[src/hdl/cf_sign_noload_cfg.svh]
`ifndef CF_SIGN_NOLOAD_CFG_SVH
`define CF_SIGN_NOLOAD_CFG_SVH

// Register byte offsets
`define OFS_ACCUM_MODE 8'h00
`define OFS_ACT_NOLOAD 8'h04
`define OFS_REACT_NOLOAD 8'h08
`define OFS_STATUS_FIRST 8'h0C
`define OFS_MASK_FIRST 8'h10
`define OFS_SUM_SIGN 8'h14
`define OFS_STATUS_SECOND 8'h18
`define OFS_MASK_SECOND 8'h1C
`define OFS_NOLOAD_PHASE 8'h20
`define OFS_PATH_SELECT 8'h24
`define OFS_ACT_ETHR 8'h28
`define OFS_REACT_ETHR 8'h2C
`define OFS_APP_ETHR 8'h30
`define OFS_REACT_ENERGY 8'h34
`define OFS_ACT_ENERGY 8'h40

// Field positions
`define REACT_MODE_LSB 2
`define REACT_MODE_MSB 3
`define REV_BIT_ONE 9
`define REV_BIT_TWO 13
`define REV_BIT_THREE 18
`define SIGN_BIT_ONE 3
`define SIGN_BIT_TWO 7
`define SIGN_BIT_THREE 8
`define NOLOAD_BIT 0

// Codes and reset values
`define REACT_MODE_SIGN_ADJ 2'b10
`define ACCUM_MODE_RESET 32'h0000_0000
`define PATH_SELECT_RESET 6'h24
`define PATH_ACTIVE 2'b00
`define PATH_REACTIVE 2'b01
`define NOLOAD_THR_RESET 24'h00_0000
`define ETHR_RESET 24'h00_1000
`define FULL_SCALE_POWER 28'h1FF_6A6B

// Timing
`define CLOCK_HZ 40_000_000
`define TICK_RATE_HZ 1_000_000
`define TICK_CYCLES (`CLOCK_HZ / `TICK_RATE_HZ)
`define PULSE_LOW_MS 80
`define PULSE_LOW_CYCLES (`PULSE_LOW_MS * (`CLOCK_HZ / 1000))

`endif

[src/hdl/cf_sign_noload_pkg.sv]
package cf_sign_noload_pkg;

   // Instantaneous powers of one phase, 28-bit signed
   typedef struct packed {
      logic signed [27:0] active;
      logic signed [27:0] reactive;
      logic signed [27:0] apparent;
   } phase_power_s;

   typedef logic signed [39:0] accum_t;

endpackage
[src/hdl/cf_sign_and_noload_detect.sv]
`timescale 1ns/1ps
`include "cf_sign_noload_cfg.svh"
// Summary of operation
// RULE_01: Mode 10 feeds reactive power as is, negated when active power is negative.
// RULE_02: Reactive energy registers keep signed accumulation; adjustment only on pulses.
// RULE_03: Reserved reactive modes 01 and 11 behave like plain signed mode 00.
// RULE_04: Each pulse path checks sum sign whenever its accumulator hits threshold.
// RULE_05: Sum sign change on path three, two, one sets status bit 18, 13, 9.
// RULE_06: Reversal flag is set only at the next falling edge of the pulse.
// RULE_07: Sign bits 8, 7, 3 update with reversal flags; 1 means negative.
// RULE_08: Masked reversal flags pull the first interrupt output low.
// RULE_09: Writing 1 clears a reversal flag and releases the first interrupt.
// RULE_10: Host reads sign register right after first status, then clears.
// RULE_11: Phase is no-load when both absolute powers are within thresholds.
// RULE_12: No-load phase stops total energy accumulation and its pulse content; apparent pulse paths still count it.
// RULE_13: Negative no-load thresholds disable the no-load detector.
// RULE_14: Thresholds use the instantaneous power scale, full scale 0x1FF6A6B.
// RULE_15: Thresholds read as 32-bit words, top bits zero, sign-extended inside.
// RULE_16: Active-only parts get reactive no-load threshold 0x800000 from the host.
// RULE_17: Host normally writes equal active and reactive no-load thresholds.
// RULE_18: Any phase no-load trigger sets second status bit 0 with phase bits.
// RULE_19: Each phase bit reads 1 while in no-load and 0 otherwise.
// RULE_20: Entering or leaving no-load sets flag; masked flag pulls second interrupt.
// RULE_21: Writing 1 to second status bit 0 clears flag and releases interrupt.
// RULE_22: Host reads phase register right after second status register.
// RULE_23: Reactive mode is bits 3:2 of accumulation mode register, reset 00.
// RULE_24: First stage accumulates at 1 MHz, pulses and subtracts the threshold.
// RULE_25: Each path holds previous crossing sign, reset positive, flags a change.
// RULE_26: Per-phase comparators; phase bits track state regardless of the mask.
module cf_sign_and_noload_detect
   import cf_sign_noload_pkg::*;
#(
   parameter int PULSE_LOW_CYCLES = `PULSE_LOW_CYCLES
)
(
   // Clock and reset
   input wire logic clock_in,
   input wire logic reset_in,
   // APB slave
   input wire logic psel_in,
   input wire logic penable_in,
   input wire logic pwrite_in,
   input wire logic [7:0] paddr_in,
   input wire logic [31:0] pwdata_in,
   output logic [31:0] prdata_out,
   output logic pready_out,
   output logic pslverr_out,
   // Phase powers, one strobe per new sample set
   input wire logic power_valid_in,
   input wire phase_power_s [2:0] phase_power_in,
   // Pulse outputs and interrupts, active low
   output logic [2:0] freq_pulse_n_out,
   output logic first_interrupt_n_out,
   output logic second_interrupt_n_out
);

   logic [31:0] accumulation_mode_reg;
   logic [23:0] active_noload_threshold;
   logic [23:0] reactive_noload_threshold;
   logic [31:0] irq_status_first;
   logic [31:0] irq_mask_first;
   logic [15:0] sum_sign_flags;
   logic [31:0] irq_status_second;
   logic [31:0] irq_mask_second;
   logic [2:0] total_noload_phase_bits;
   logic [5:0] path_select;
   logic [23:0] active_energy_threshold;
   logic [23:0] reactive_energy_threshold;
   logic [23:0] apparent_energy_threshold;
   logic signed [31:0] reactive_energy_regs [3];
   logic signed [31:0] active_energy_regs [3];
   logic [5:0] tick_count;
   logic tick;
   logic [1:0] reactive_accum_mode;
   logic sign_adjust;
   logic apb_setup;
   logic apb_access;
   logic apb_write;
   logic addr_mapped;
   logic clear_first;
   logic clear_second;
   logic [2:0] rev_set;
   logic [2:0] rev_sign;
   logic [2:0] next_noload;
   logic noload_changed;
   logic signed [27:0] act_thr28;
   logic signed [27:0] react_thr28;
   logic noload_enable;
   logic [31:0] first_set;
   logic [15:0] sign_set_mask;
   logic [15:0] sign_new;

   assign reactive_accum_mode =
      accumulation_mode_reg[`REACT_MODE_MSB:`REACT_MODE_LSB]; // [RULE_23]
   // Codes 01 and 11 fall through to plain signed mode
   assign sign_adjust =
      (reactive_accum_mode == `REACT_MODE_SIGN_ADJ); // [RULE_03]

   // 1 MHz enable for the first pulse stage
   assign tick = (tick_count == 6'(`TICK_CYCLES - 1));
   always_ff @(posedge clock_in)
   begin
      if (reset_in || tick)
         tick_count <= 6'h00;
      else
         tick_count <= tick_count + 6'h01; // [RULE_24]
   end

   // APB decode: zero wait states, read data captured in setup
   assign apb_setup = psel_in && !penable_in;
   assign apb_access = psel_in && penable_in;
   assign apb_write = apb_access && pwrite_in;
   assign pready_out = 1'b1;
   always_comb
   begin
      case (paddr_in)
         `OFS_ACCUM_MODE, `OFS_ACT_NOLOAD, `OFS_REACT_NOLOAD,
         `OFS_STATUS_FIRST, `OFS_MASK_FIRST, `OFS_SUM_SIGN,
         `OFS_STATUS_SECOND, `OFS_MASK_SECOND, `OFS_NOLOAD_PHASE,
         `OFS_PATH_SELECT, `OFS_ACT_ETHR, `OFS_REACT_ETHR, `OFS_APP_ETHR,
         `OFS_REACT_ENERGY, `OFS_REACT_ENERGY + 8'h04,
         `OFS_REACT_ENERGY + 8'h08, `OFS_ACT_ENERGY,
         `OFS_ACT_ENERGY + 8'h04, `OFS_ACT_ENERGY + 8'h08:
            addr_mapped = 1'b1;
         default:
            addr_mapped = 1'b0;
      endcase
   end
   assign pslverr_out = apb_access && !addr_mapped;

   always_ff @(posedge clock_in)
   begin
      if (reset_in)
         prdata_out <= 32'h0000_0000;
      else if (apb_setup && !pwrite_in)
      begin
         case (paddr_in)
            `OFS_ACCUM_MODE: prdata_out <= accumulation_mode_reg;
            `OFS_ACT_NOLOAD: prdata_out <= {8'h00, active_noload_threshold};
            `OFS_REACT_NOLOAD:
               prdata_out <= {8'h00, reactive_noload_threshold}; // [RULE_15]
            `OFS_STATUS_FIRST: prdata_out <= irq_status_first;
            `OFS_MASK_FIRST: prdata_out <= irq_mask_first;
            `OFS_SUM_SIGN: prdata_out <= {16'h0000, sum_sign_flags};
            `OFS_STATUS_SECOND: prdata_out <= irq_status_second;
            `OFS_MASK_SECOND: prdata_out <= irq_mask_second;
            `OFS_NOLOAD_PHASE:
               prdata_out <= {29'h0000_0000, total_noload_phase_bits};
            `OFS_PATH_SELECT: prdata_out <= {26'h000_0000, path_select};
            `OFS_ACT_ETHR: prdata_out <= {8'h00, active_energy_threshold};
            `OFS_REACT_ETHR: prdata_out <= {8'h00, reactive_energy_threshold};
            `OFS_APP_ETHR: prdata_out <= {8'h00, apparent_energy_threshold};
            `OFS_REACT_ENERGY: prdata_out <= reactive_energy_regs[0];
            `OFS_REACT_ENERGY + 8'h04: prdata_out <= reactive_energy_regs[1];
            `OFS_REACT_ENERGY + 8'h08: prdata_out <= reactive_energy_regs[2];
            `OFS_ACT_ENERGY: prdata_out <= active_energy_regs[0];
            `OFS_ACT_ENERGY + 8'h04: prdata_out <= active_energy_regs[1];
            `OFS_ACT_ENERGY + 8'h08: prdata_out <= active_energy_regs[2];
            default: prdata_out <= 32'h0000_0000;
         endcase
      end
   end

   // Software configuration
   always_ff @(posedge clock_in)
   begin
      if (reset_in)
      begin
         accumulation_mode_reg <= `ACCUM_MODE_RESET;
         active_noload_threshold <= `NOLOAD_THR_RESET;
         reactive_noload_threshold <= `NOLOAD_THR_RESET;
         irq_mask_first <= 32'h0000_0000;
         irq_mask_second <= 32'h0000_0000;
         path_select <= `PATH_SELECT_RESET;
         active_energy_threshold <= `ETHR_RESET;
         reactive_energy_threshold <= `ETHR_RESET;
         apparent_energy_threshold <= `ETHR_RESET;
      end
      else if (apb_write)
      begin
         case (paddr_in)
            `OFS_ACCUM_MODE: accumulation_mode_reg <= pwdata_in;
            `OFS_ACT_NOLOAD: active_noload_threshold <= pwdata_in[23:0];
            `OFS_REACT_NOLOAD: reactive_noload_threshold <= pwdata_in[23:0];
            `OFS_MASK_FIRST: irq_mask_first <= pwdata_in;
            `OFS_MASK_SECOND: irq_mask_second <= pwdata_in;
            `OFS_PATH_SELECT: path_select <= pwdata_in[5:0];
            `OFS_ACT_ETHR: active_energy_threshold <= pwdata_in[23:0];
            `OFS_REACT_ETHR: reactive_energy_threshold <= pwdata_in[23:0];
            `OFS_APP_ETHR: apparent_energy_threshold <= pwdata_in[23:0];
            default: ;
         endcase
      end
   end

   // No-load thresholds widened to the 28-bit power scale
   assign act_thr28 = 28'(signed'(active_noload_threshold)); // [RULE_15]
   assign react_thr28 = 28'(signed'(reactive_noload_threshold));
   // Both negative disables; a lone negative one drops its own term
   assign noload_enable = !(act_thr28[27] && react_thr28[27]); // [RULE_13]

   genvar ph;
   generate
      for (ph = 0; ph < 3; ph++)
      begin : g_phase
         logic signed [28:0] abs_act;
         logic signed [28:0] abs_react;
         logic act_low;
         logic react_low;
         // Magnitudes on the same scale as the thresholds
         assign abs_act = phase_power_in[ph].active[27] ?
            -29'(phase_power_in[ph].active) :
            29'(phase_power_in[ph].active); // [RULE_14]
         assign abs_react = phase_power_in[ph].reactive[27] ?
            -29'(phase_power_in[ph].reactive) :
            29'(phase_power_in[ph].reactive);
         assign act_low = act_thr28[27] || (abs_act <= 29'(act_thr28));
         assign react_low = react_thr28[27] ||
            (abs_react <= 29'(react_thr28));
         assign next_noload[ph] = power_valid_in ?
            (noload_enable && act_low && react_low) :
            total_noload_phase_bits[ph]; // [RULE_11] [RULE_26]

         // Signed energy, frozen while the phase is in no-load
         always_ff @(posedge clock_in)
         begin
            if (reset_in)
            begin
               reactive_energy_regs[ph] <= 32'h0000_0000;
               active_energy_regs[ph] <= 32'h0000_0000;
            end
            else if (power_valid_in && !next_noload[ph])
            begin
               reactive_energy_regs[ph] <= reactive_energy_regs[ph] +
                  32'(phase_power_in[ph].reactive); // [RULE_02] [RULE_12]
               active_energy_regs[ph] <= active_energy_regs[ph] +
                  32'(phase_power_in[ph].active);
            end
         end
      end
   endgenerate

   always_ff @(posedge clock_in)
   begin
      if (reset_in)
         total_noload_phase_bits <= 3'b000;
      else
         total_noload_phase_bits <= next_noload; // [RULE_19]
   end
   assign noload_changed = (next_noload != total_noload_phase_bits);

   // Pulse datapaths
   genvar dp;
   generate
      for (dp = 0; dp < 3; dp++)
      begin : g_path
         logic [1:0] sel;
         logic [23:0] ethr;
         accum_t thr40;
         accum_t contrib [3];
         accum_t sum;
         accum_t accum;
         logic crossing;
         logic cross_sign;
         logic last_sign;
         logic change_pending;
         logic pending_pulse;
         logic pending_sign;
         logic [31:0] low_count;
         logic fall;

         assign sel = path_select[2 * dp +: 2];
         assign ethr = (sel == `PATH_ACTIVE) ? active_energy_threshold :
            (sel == `PATH_REACTIVE) ? reactive_energy_threshold :
            apparent_energy_threshold;
         assign thr40 = {9'h000, ethr, 7'h00};
         for (genvar k = 0; k < 3; k++)
         begin : g_term
            always_comb
            begin
               if (sel == `PATH_ACTIVE)
                  contrib[k] = total_noload_phase_bits[k] ? '0 :
                     40'(phase_power_in[k].active); // [RULE_12]
               else if (sel == `PATH_REACTIVE)
               begin
                  if (total_noload_phase_bits[k])
                     contrib[k] = '0;
                  else if (sign_adjust && phase_power_in[k].active[27])
                     contrib[k] = -40'(phase_power_in[k].reactive); // [RULE_01]
                  else
                     contrib[k] = 40'(phase_power_in[k].reactive);
               end
               else
                  contrib[k] = 40'(phase_power_in[k].apparent);
            end
         end
         // Powers shifted left by seven bits, as the threshold is
         assign sum = (contrib[0] + contrib[1] + contrib[2]) <<< 7;

         // A zero threshold would pulse on every tick, so it is ignored
         always_comb
         begin
            crossing = 1'b0;
            cross_sign = 1'b0;
            if (tick && ethr != 24'h00_0000)
            begin
               if (accum + sum >= thr40)
                  crossing = 1'b1;
               else if (accum + sum <= -thr40)
               begin
                  crossing = 1'b1;
                  cross_sign = 1'b1;
               end
            end
         end

         always_ff @(posedge clock_in)
         begin
            if (reset_in)
               accum <= '0;
            else if (tick)
            begin
               if (crossing && !cross_sign)
                  accum <= accum + sum - thr40; // [RULE_24]
               else if (crossing)
                  accum <= accum + sum + thr40;
               else
                  accum <= accum + sum;
            end
         end

         always_ff @(posedge clock_in)
         begin
            if (reset_in)
            begin
               last_sign <= 1'b0;
               change_pending <= 1'b0;
               pending_sign <= 1'b0;
            end
            else if (crossing)
            begin
               last_sign <= cross_sign; // [RULE_25]
               pending_sign <= cross_sign;
               if (cross_sign != last_sign)
                  change_pending <= 1'b1; // [RULE_04]
               else if (fall)
                  change_pending <= 1'b0;
            end
            else if (fall)
               change_pending <= 1'b0;
         end

         // A crossing while the pin is low waits for the pin to rise
         assign fall = freq_pulse_n_out[dp] && pending_pulse;
         always_ff @(posedge clock_in)
         begin
            if (reset_in)
            begin
               pending_pulse <= 1'b0;
               low_count <= 32'h0000_0000;
               freq_pulse_n_out[dp] <= 1'b1;
            end
            else
            begin
               if (crossing)
                  pending_pulse <= 1'b1;
               else if (fall)
                  pending_pulse <= 1'b0;
               if (fall)
               begin
                  freq_pulse_n_out[dp] <= 1'b0;
                  low_count <= 32'(PULSE_LOW_CYCLES - 1);
               end
               else if (!freq_pulse_n_out[dp])
               begin
                  if (low_count == 32'h0000_0000)
                     freq_pulse_n_out[dp] <= 1'b1;
                  else
                     low_count <= low_count - 32'h0000_0001;
               end
            end
         end
         assign rev_set[dp] = fall && change_pending; // [RULE_06]
         assign rev_sign[dp] = pending_sign;
      end
   endgenerate

   // Status first: hardware set wins over a write-one clear
   assign clear_first = apb_write && (paddr_in == `OFS_STATUS_FIRST);
   always_comb
   begin
      first_set = 32'h0000_0000;
      first_set[`REV_BIT_ONE] = rev_set[0]; // [RULE_05]
      first_set[`REV_BIT_TWO] = rev_set[1];
      first_set[`REV_BIT_THREE] = rev_set[2];
      sign_set_mask = 16'h0000;
      sign_set_mask[`SIGN_BIT_ONE] = rev_set[0];
      sign_set_mask[`SIGN_BIT_TWO] = rev_set[1];
      sign_set_mask[`SIGN_BIT_THREE] = rev_set[2];
      sign_new = 16'h0000;
      sign_new[`SIGN_BIT_ONE] = rev_sign[0];
      sign_new[`SIGN_BIT_TWO] = rev_sign[1];
      sign_new[`SIGN_BIT_THREE] = rev_sign[2];
   end

   always_ff @(posedge clock_in)
   begin
      if (reset_in)
         irq_status_first <= 32'h0000_0000;
      else if (clear_first)
         irq_status_first <= (irq_status_first & ~pwdata_in) |
            first_set; // [RULE_09]
      else
         irq_status_first <= irq_status_first | first_set;
   end

   always_ff @(posedge clock_in)
   begin
      if (reset_in)
         sum_sign_flags <= 16'h0000;
      else
         sum_sign_flags <= (sum_sign_flags & ~sign_set_mask) |
            (sign_new & sign_set_mask); // [RULE_07]
   end

   assign clear_second = apb_write && (paddr_in == `OFS_STATUS_SECOND);
   always_ff @(posedge clock_in)
   begin
      if (reset_in)
         irq_status_second <= 32'h0000_0000;
      else if (noload_changed)
         irq_status_second[`NOLOAD_BIT] <= 1'b1; // [RULE_18] [RULE_20]
      else if (clear_second && pwdata_in[`NOLOAD_BIT])
         irq_status_second[`NOLOAD_BIT] <= 1'b0; // [RULE_21]
   end

   assign first_interrupt_n_out =
      ~|(irq_status_first & irq_mask_first); // [RULE_08]
   assign second_interrupt_n_out =
      ~|(irq_status_second & irq_mask_second); // [RULE_20]
endmodule

[config.mk]
export PLATFORM = sky130hd
export DESIGN_NAME = cf_sign_and_noload_detect
export DESIGN_NICKNAME = d
export VERILOG_FILES = /design/src/hdl/cf_sign_noload_pkg.sv /design/src/hdl/cf_sign_and_noload_detect.sv
export VERILOG_INCLUDE_DIRS = /design/src /design/src/hdl
export SDC_FILE = /design/constraint.sdc
export NUM_CORES = 2
export LEC_CHECK = 0
export ABC_AREA = 1
export BUFFER_PORTS_ARGS = -buffer_cell sky130_fd_sc_hd__buf_4
export CORE_ASPECT_RATIO = 1.25
export CORE_MARGIN = 3
export CORE_UTILIZATION = 43
export CTS_CLUSTER_DIAMETER = 30
export DETAILED_ROUTE_END_ITERATION = 10
export SETUP_SLACK_MARGIN = 0.4
export SLEW_MARGIN = 0
export SYNTH_ARGS = -nofsm -noshare
export SYNTH_HDL_FRONTEND = slang
export SYNTH_SLANG_ARGS = --single-unit
[constraint.sdc]
create_clock -name clock_in -period 26.7 [get_ports clock_in]
set_input_delay 5.34 -clock clock_in [delete_from_list [all_inputs] [get_ports clock_in]]
set_output_delay 5.34 -clock clock_in [all_outputs]
set_load 0.02 [all_outputs]
# == After elaboration in Yosys (flattened, before gate mapping) ==
# Memory sizes are Yosys's and may differ from the RTL's.
# Index checks and enable logic that the tools add are counted.
# totals
mem_bits_rw,192
input_bits,298
n_memories,2
ff_bits,540
out_inout_bits,39
# op_classes
n_reduce_logical,87
n_addsub,37
n_bitwise,22
order_cmp,12
muxes,118
n_eq_ne,33
# memory_table
memory,depth,width,rd,rd_ports_with_merged_regs,wr,line_no,rtl
active_energy_regs,3,32,3,0,3,cf_sign_and_noload_detect.sv:71,logic signed [31:0] active_energy_regs [3];
reactive_energy_regs,3,32,3,0,3,cf_sign_and_noload_detect.sv:70,logic signed [31:0] reactive_energy_regs [3];
# ops
cell,n
$mux 33,27
$pmux 32 s19,1
$mux 40,6
$mux 32,7
$add 33x33->33,6
$mux 22,9
$add 32x28->32,6
$le 29x24->1,6
$mux 29,6
$neg 28->29,6
$mux 24,6
$add 40x32->40,3
$add 40x40->40,3
$ge 40x32->1,3
$le 40x40->1,3
$neg 31->40,3
$sub 40x32->40,3
$neg 28->33,3
$logic_not 32->1,3
$sub 32x1->32 const B,3
$reduce_bool 24->1,3
$and 32x32->32,2
$eq 8x6->1 const B,8
$or 32x19->32,2
31 further kinds,181

# == Logic depth before layout (Yosys ltp) ==
# logic_depth
word_depth,16
ltp_mapped,69
ltp_nobuf,68

# == Least setup slack after synthesis ==
# Ideal clock, no wire load.
# synth_path
path_kind,input port to flip-flop
from,input phase_power_in[251] in the netlist's numbering
to,register g_path[0].accum[20]
setup_time_ps,109
path_slack_ps,13587
arrival_time_ps,13004
cell_stages,56
cell_sequence,buf_2 inv_1 nor2_2 inv_1 clkbuf_1 o21ai_0 o22ai_1 a21oi_1 fa_1 inv_1 ha_1 inv_1 fa_1 o21ai_0 nand2_1 nand2_1 a21boi_0 o21bai_1 (+20 left out) nand2_1 inv_1 ha_1 nand4_1 inv_1 nand2_1 nand3b_1 nor2_1 nand4_1 nand3_1 nand2_1 nand4_1 nand2_2 buf_4 nand2_1 nand4_1 nand2_1 inv_1
# synth_via
elab_chain_cells,14
elab_cells_between_ends,21
cone_classes,4 x add/sub; 2 x order compare; 12 x mux; 3 x reduce/logical
# synth_lines
item,line_no,rtl
from (decl),cf_sign_and_noload_detect.sv:50,"input wire phase_power_s [2:0] phase_power_in,"
$logic_and 1x1->1,cf_sign_and_noload_detect.sv:288,else if (sign_adjust && phase_power_in[k].active[27])
$mux 33,cf_sign_and_noload_detect.sv:288,
$mux 33,cf_sign_and_noload_detect.sv:286,if (total_noload_phase_bits[k])
$mux 33,cf_sign_and_noload_detect.sv:284,else if (sel == `PATH_REACTIVE)
$mux 33 *,cf_sign_and_noload_detect.sv:281,if (sel == `PATH_ACTIVE)
$add 33x33->33 *,cf_sign_and_noload_detect.sv:298,assign sum = (contrib[0] + contrib[1] + contrib[2]) <<< 7;
$add 40x40->40 *,-,
$le 40x40->1,cf_sign_and_noload_detect.sv:309,else if (accum + sum <= -thr40)
$mux 1,cf_sign_and_noload_detect.sv:309,
$mux 1,cf_sign_and_noload_detect.sv:307,if (accum + sum >= thr40)
$mux 1,cf_sign_and_noload_detect.sv:305,if (tick && ethr != 24'h00_0000)
$logic_not 1->1,cf_sign_and_noload_detect.sv:323,if (crossing && !cross_sign)
$logic_and 1x1->1,cf_sign_and_noload_detect.sv:323,
$mux 40 *,cf_sign_and_noload_detect.sv:323,
to (signal assigned),cf_sign_and_noload_detect.sv:324,accum <= accum + sum - thr40;
to (signal assigned),cf_sign_and_noload_detect.sv:326,accum <= accum + sum + thr40;
to (signal assigned),cf_sign_and_noload_detect.sv:328,accum <= accum + sum;
to (decl),cf_sign_and_noload_detect.sv:262,accum_t accum;
# Every way passes the cells marked *; elsewhere a longest branch is shown, timed or not.
# A chain may end at the register's enable or synchronous reset.

# == Final worst setup path ==
# layout_path
from,input phase_power_in[251] in the netlist's numbering
to,register g_path[0].accum[11]
# The elaborated chain is that of the path after synthesis.

==> metrics.yaml <==
max_slew.worst_pin.slew_ns: 1.576
ioPinCount: 337
hold_buffers: 0
cp_slowest_cell: "nor2_4"
finish.utilization: 0.4950
rsz0062_at_grt: "false"
cts_tree: "done"
yosys.area.top_type: "dfxtp_1"
clkLatencyLatePin_ns: 0.91
required_ns: 27.48
dp_cells: 14750
grt_pass1_vias: 84820
final_cells: 15120
setup_viol: 0
synth_top_flop_cell: "dfxtp_1"
clk_path_buf_depth: 3
startpoint: "phase_power_in[251]"
drive_gt1_frac: 0.07791
hold_path.startpoint: "g_path[1].change_pending$_SDFF_PP0_"
netlist_instances: 12320
synth_top_area_frac: 0.1270
final.period_utilization: 0.5996
path_buf_inv: 8
status: "finished, violations left"
worstSetupStartpointType: "input pin"
r2r-end: "g_path[0].accum[11]$_SDFFE_PP0P_"
synth_top_cells_by_count: "nand2_1, inv_1, nor2_1"
crit_cells: 49
largest_reg_flops: 99
cp-end-kind: "flop"
power.leakage_nw: 44.40
yosysWarnings: 0
via_per_inst: 6.023
cp_max_fo: 45
max_freq_ghz: 0.06247
hold_violations: 0
cts_sinks: 698
r2r_cells: 49
yosysMostFrequentCell: "nand2_1"
wire_per_inst_um: 28.86
grt_use_total: 0.4403
hold_ws_ns: 0.4510
final_area_um2: 91230
cp_top_family: "simple AND/OR/NAND/NOR gates"
cap_violations: 1
core_area_um2: 184300
dieWidth_um: 391.3
path_common_cell: "nand2_1"
grt_start_max_net_pins: 120
dr.pass1.iters: 9
portBuffers: 335
synth.ff_latch_count: 698
crit-reg2reg-launch: "accumulation_mode_reg[2]$_SDFFE_PP0P_"
ys_seq_area_frac: 0.1992
postCtsSetupRepairBufs: 0
final.min_clock_period_ns: 16.01
critPathKind: "input pin to flop"
synth_area_leaders: "dfxtp_1, nand2_1, ha_1"
grt_pass1_wl_um: 603700
place_area_um2: 84450
die_h_um: 487.6
finalWirelength_um: 436200
numCtsBuffers: 186
hp-class: "flop to flop"
grt_antenna_before_repair: 29
drc_errors: 0
fin_worst_skew_ns: 0.1170
violations: "max-capacitance violations, max-slew violations"
area_growth_pct: 14.34
start_util: 0.4329
ctsResizeCount: 0
regMostFlops: "g_path.accum"
async_reset_ff_frac: 0
worstHoldEndpoint: "g_path[1].change_pending$_SDFF_PP0_"
dieArea_um2: 190800
ir_worst_vdd_v: 0.00008727
row_count: 176
r2r_setup_slack_ns: 15.00
final_nets: 13750
critPathArrivalTime_ns: 16.79
hpwlAfterDp_um: 353300
vias: 91040
cts_root_buf: "clkbuf_16"
slowest_delay_ns: 0.80
ys_types: 74
gp_congestion: 1.115
finalMaxSlewViolations: 2
slew_headroom: -0.07795
netlist_area_um2: 79790
ant_nets: 0
synth_area_per_cell_um2: 6.475
first_iter_violations: 10860
gr-total-overflow: 0
synth_edf_count: 192
holdPathStages: 2
setup_tns_ns: 0
clk_pin_slew_ns: 0.04
htreeDepth: 4
power_density_nw_per_um2: 71.38
-- stage by stage --
stage / total power (W) / setup slack [ns]
CTS: 0.006431 / 10.91
detailed placement: 0.004016 / 10.11
global placement: 0.004014 / 10.05
global route: 0.006817 / 9.799
finish: 0.006512 / 10.69
floorplan: 0.003061 / 13.59
-- cell usage in the layout (no fill, tap or decap), types with 29 or more instances in the layout --
master / count
nor2_2: 33
nor4_1: 48
o21ai_0: 788
o22ai_1: 58
o211ai_1: 60
a211oi_1: 47
o221ai_1: 217
a221oi_1: 87
a21oi_1: 1153
xor2_1: 463
ha_1: 802
nand3_2: 29
o31ai_1: 31
fa_1: 114
buf_4: 440
clkbuf_1: 31
a21boi_0: 49
a31oi_1: 52
nor3_1: 149
o21ai_1: 42
o21bai_1: 50
clkbuf_16: 188
edfxtp_1: 192
nand4_1: 163
or2_2: 70
inv_1: 1822
xnor2_1: 108
dfxtp_1: 503
a21o_1: 31
nand3_1: 507
nand2_1: 2690
nor2_1: 1239
-- routing by layer --
metal,track usage,share of wire
met1,0.5156,0.37
met2,0.6550,0.41
met3,0.09777,0.099
met4,0.4331,0.12
met5,0,0.00020
-- tightest hold or removal path, cell delays in order, from the launching register on --
cell,delay (ns)
dfxtp_1,0.30
nand2_1,0.06
nand2_1,0.04
-- kinds of logic after synthesis --
logic type                 share of synthesized area
AOI/OAI and AO/OA                             0.2082
adders and majority gates                     0.1544
xor gates and xnor gates                     0.06268
DFF                                           0.1992
other                                     0.00009412
buffers and inverters                         0.1096
and+or+nand+nor                               0.2659
-- where the power goes --
group / switching (W) / internal, W / total [W]
Combinational: 0.00197 / 0.000901 / 0.00288
Clock: 0.000807 / 0.00160 / 0.00241
Sequential: 0.0000844 / 0.00114 / 0.00123
-- final cells by class --
class,count,area [um2]
tap,2403,3007
clock inverter,106,1638
inverter,1853,6968
fill,18910,93080
antenna,19,47.55
sequential,698,15900
timing repair buffer,441,3314
clock buffer,239,5096
multi-input combinational,9357,55260
-- how the worst max path moves through the flow --
stage	end	slack, ns
after CTS	g_path[0].accum[21]$_SDFFE_PP0P_	10.91
after global routing	g_path[0].accum[14]$_SDFFE_PP0P_	9.80
after floorplan	g_path[0].accum[20]$_SDFFE_PP0P_	13.59
after global placement	g_path[0].accum[19]$_SDFFE_PP0P_	10.05
final	g_path[0].accum[11]$_SDFFE_PP0P_	10.69
after detailed placement	g_path[0].accum[11]$_SDFFE_PP0P_	10.11
No activity file was read; power rests on OpenSTA's default activity.
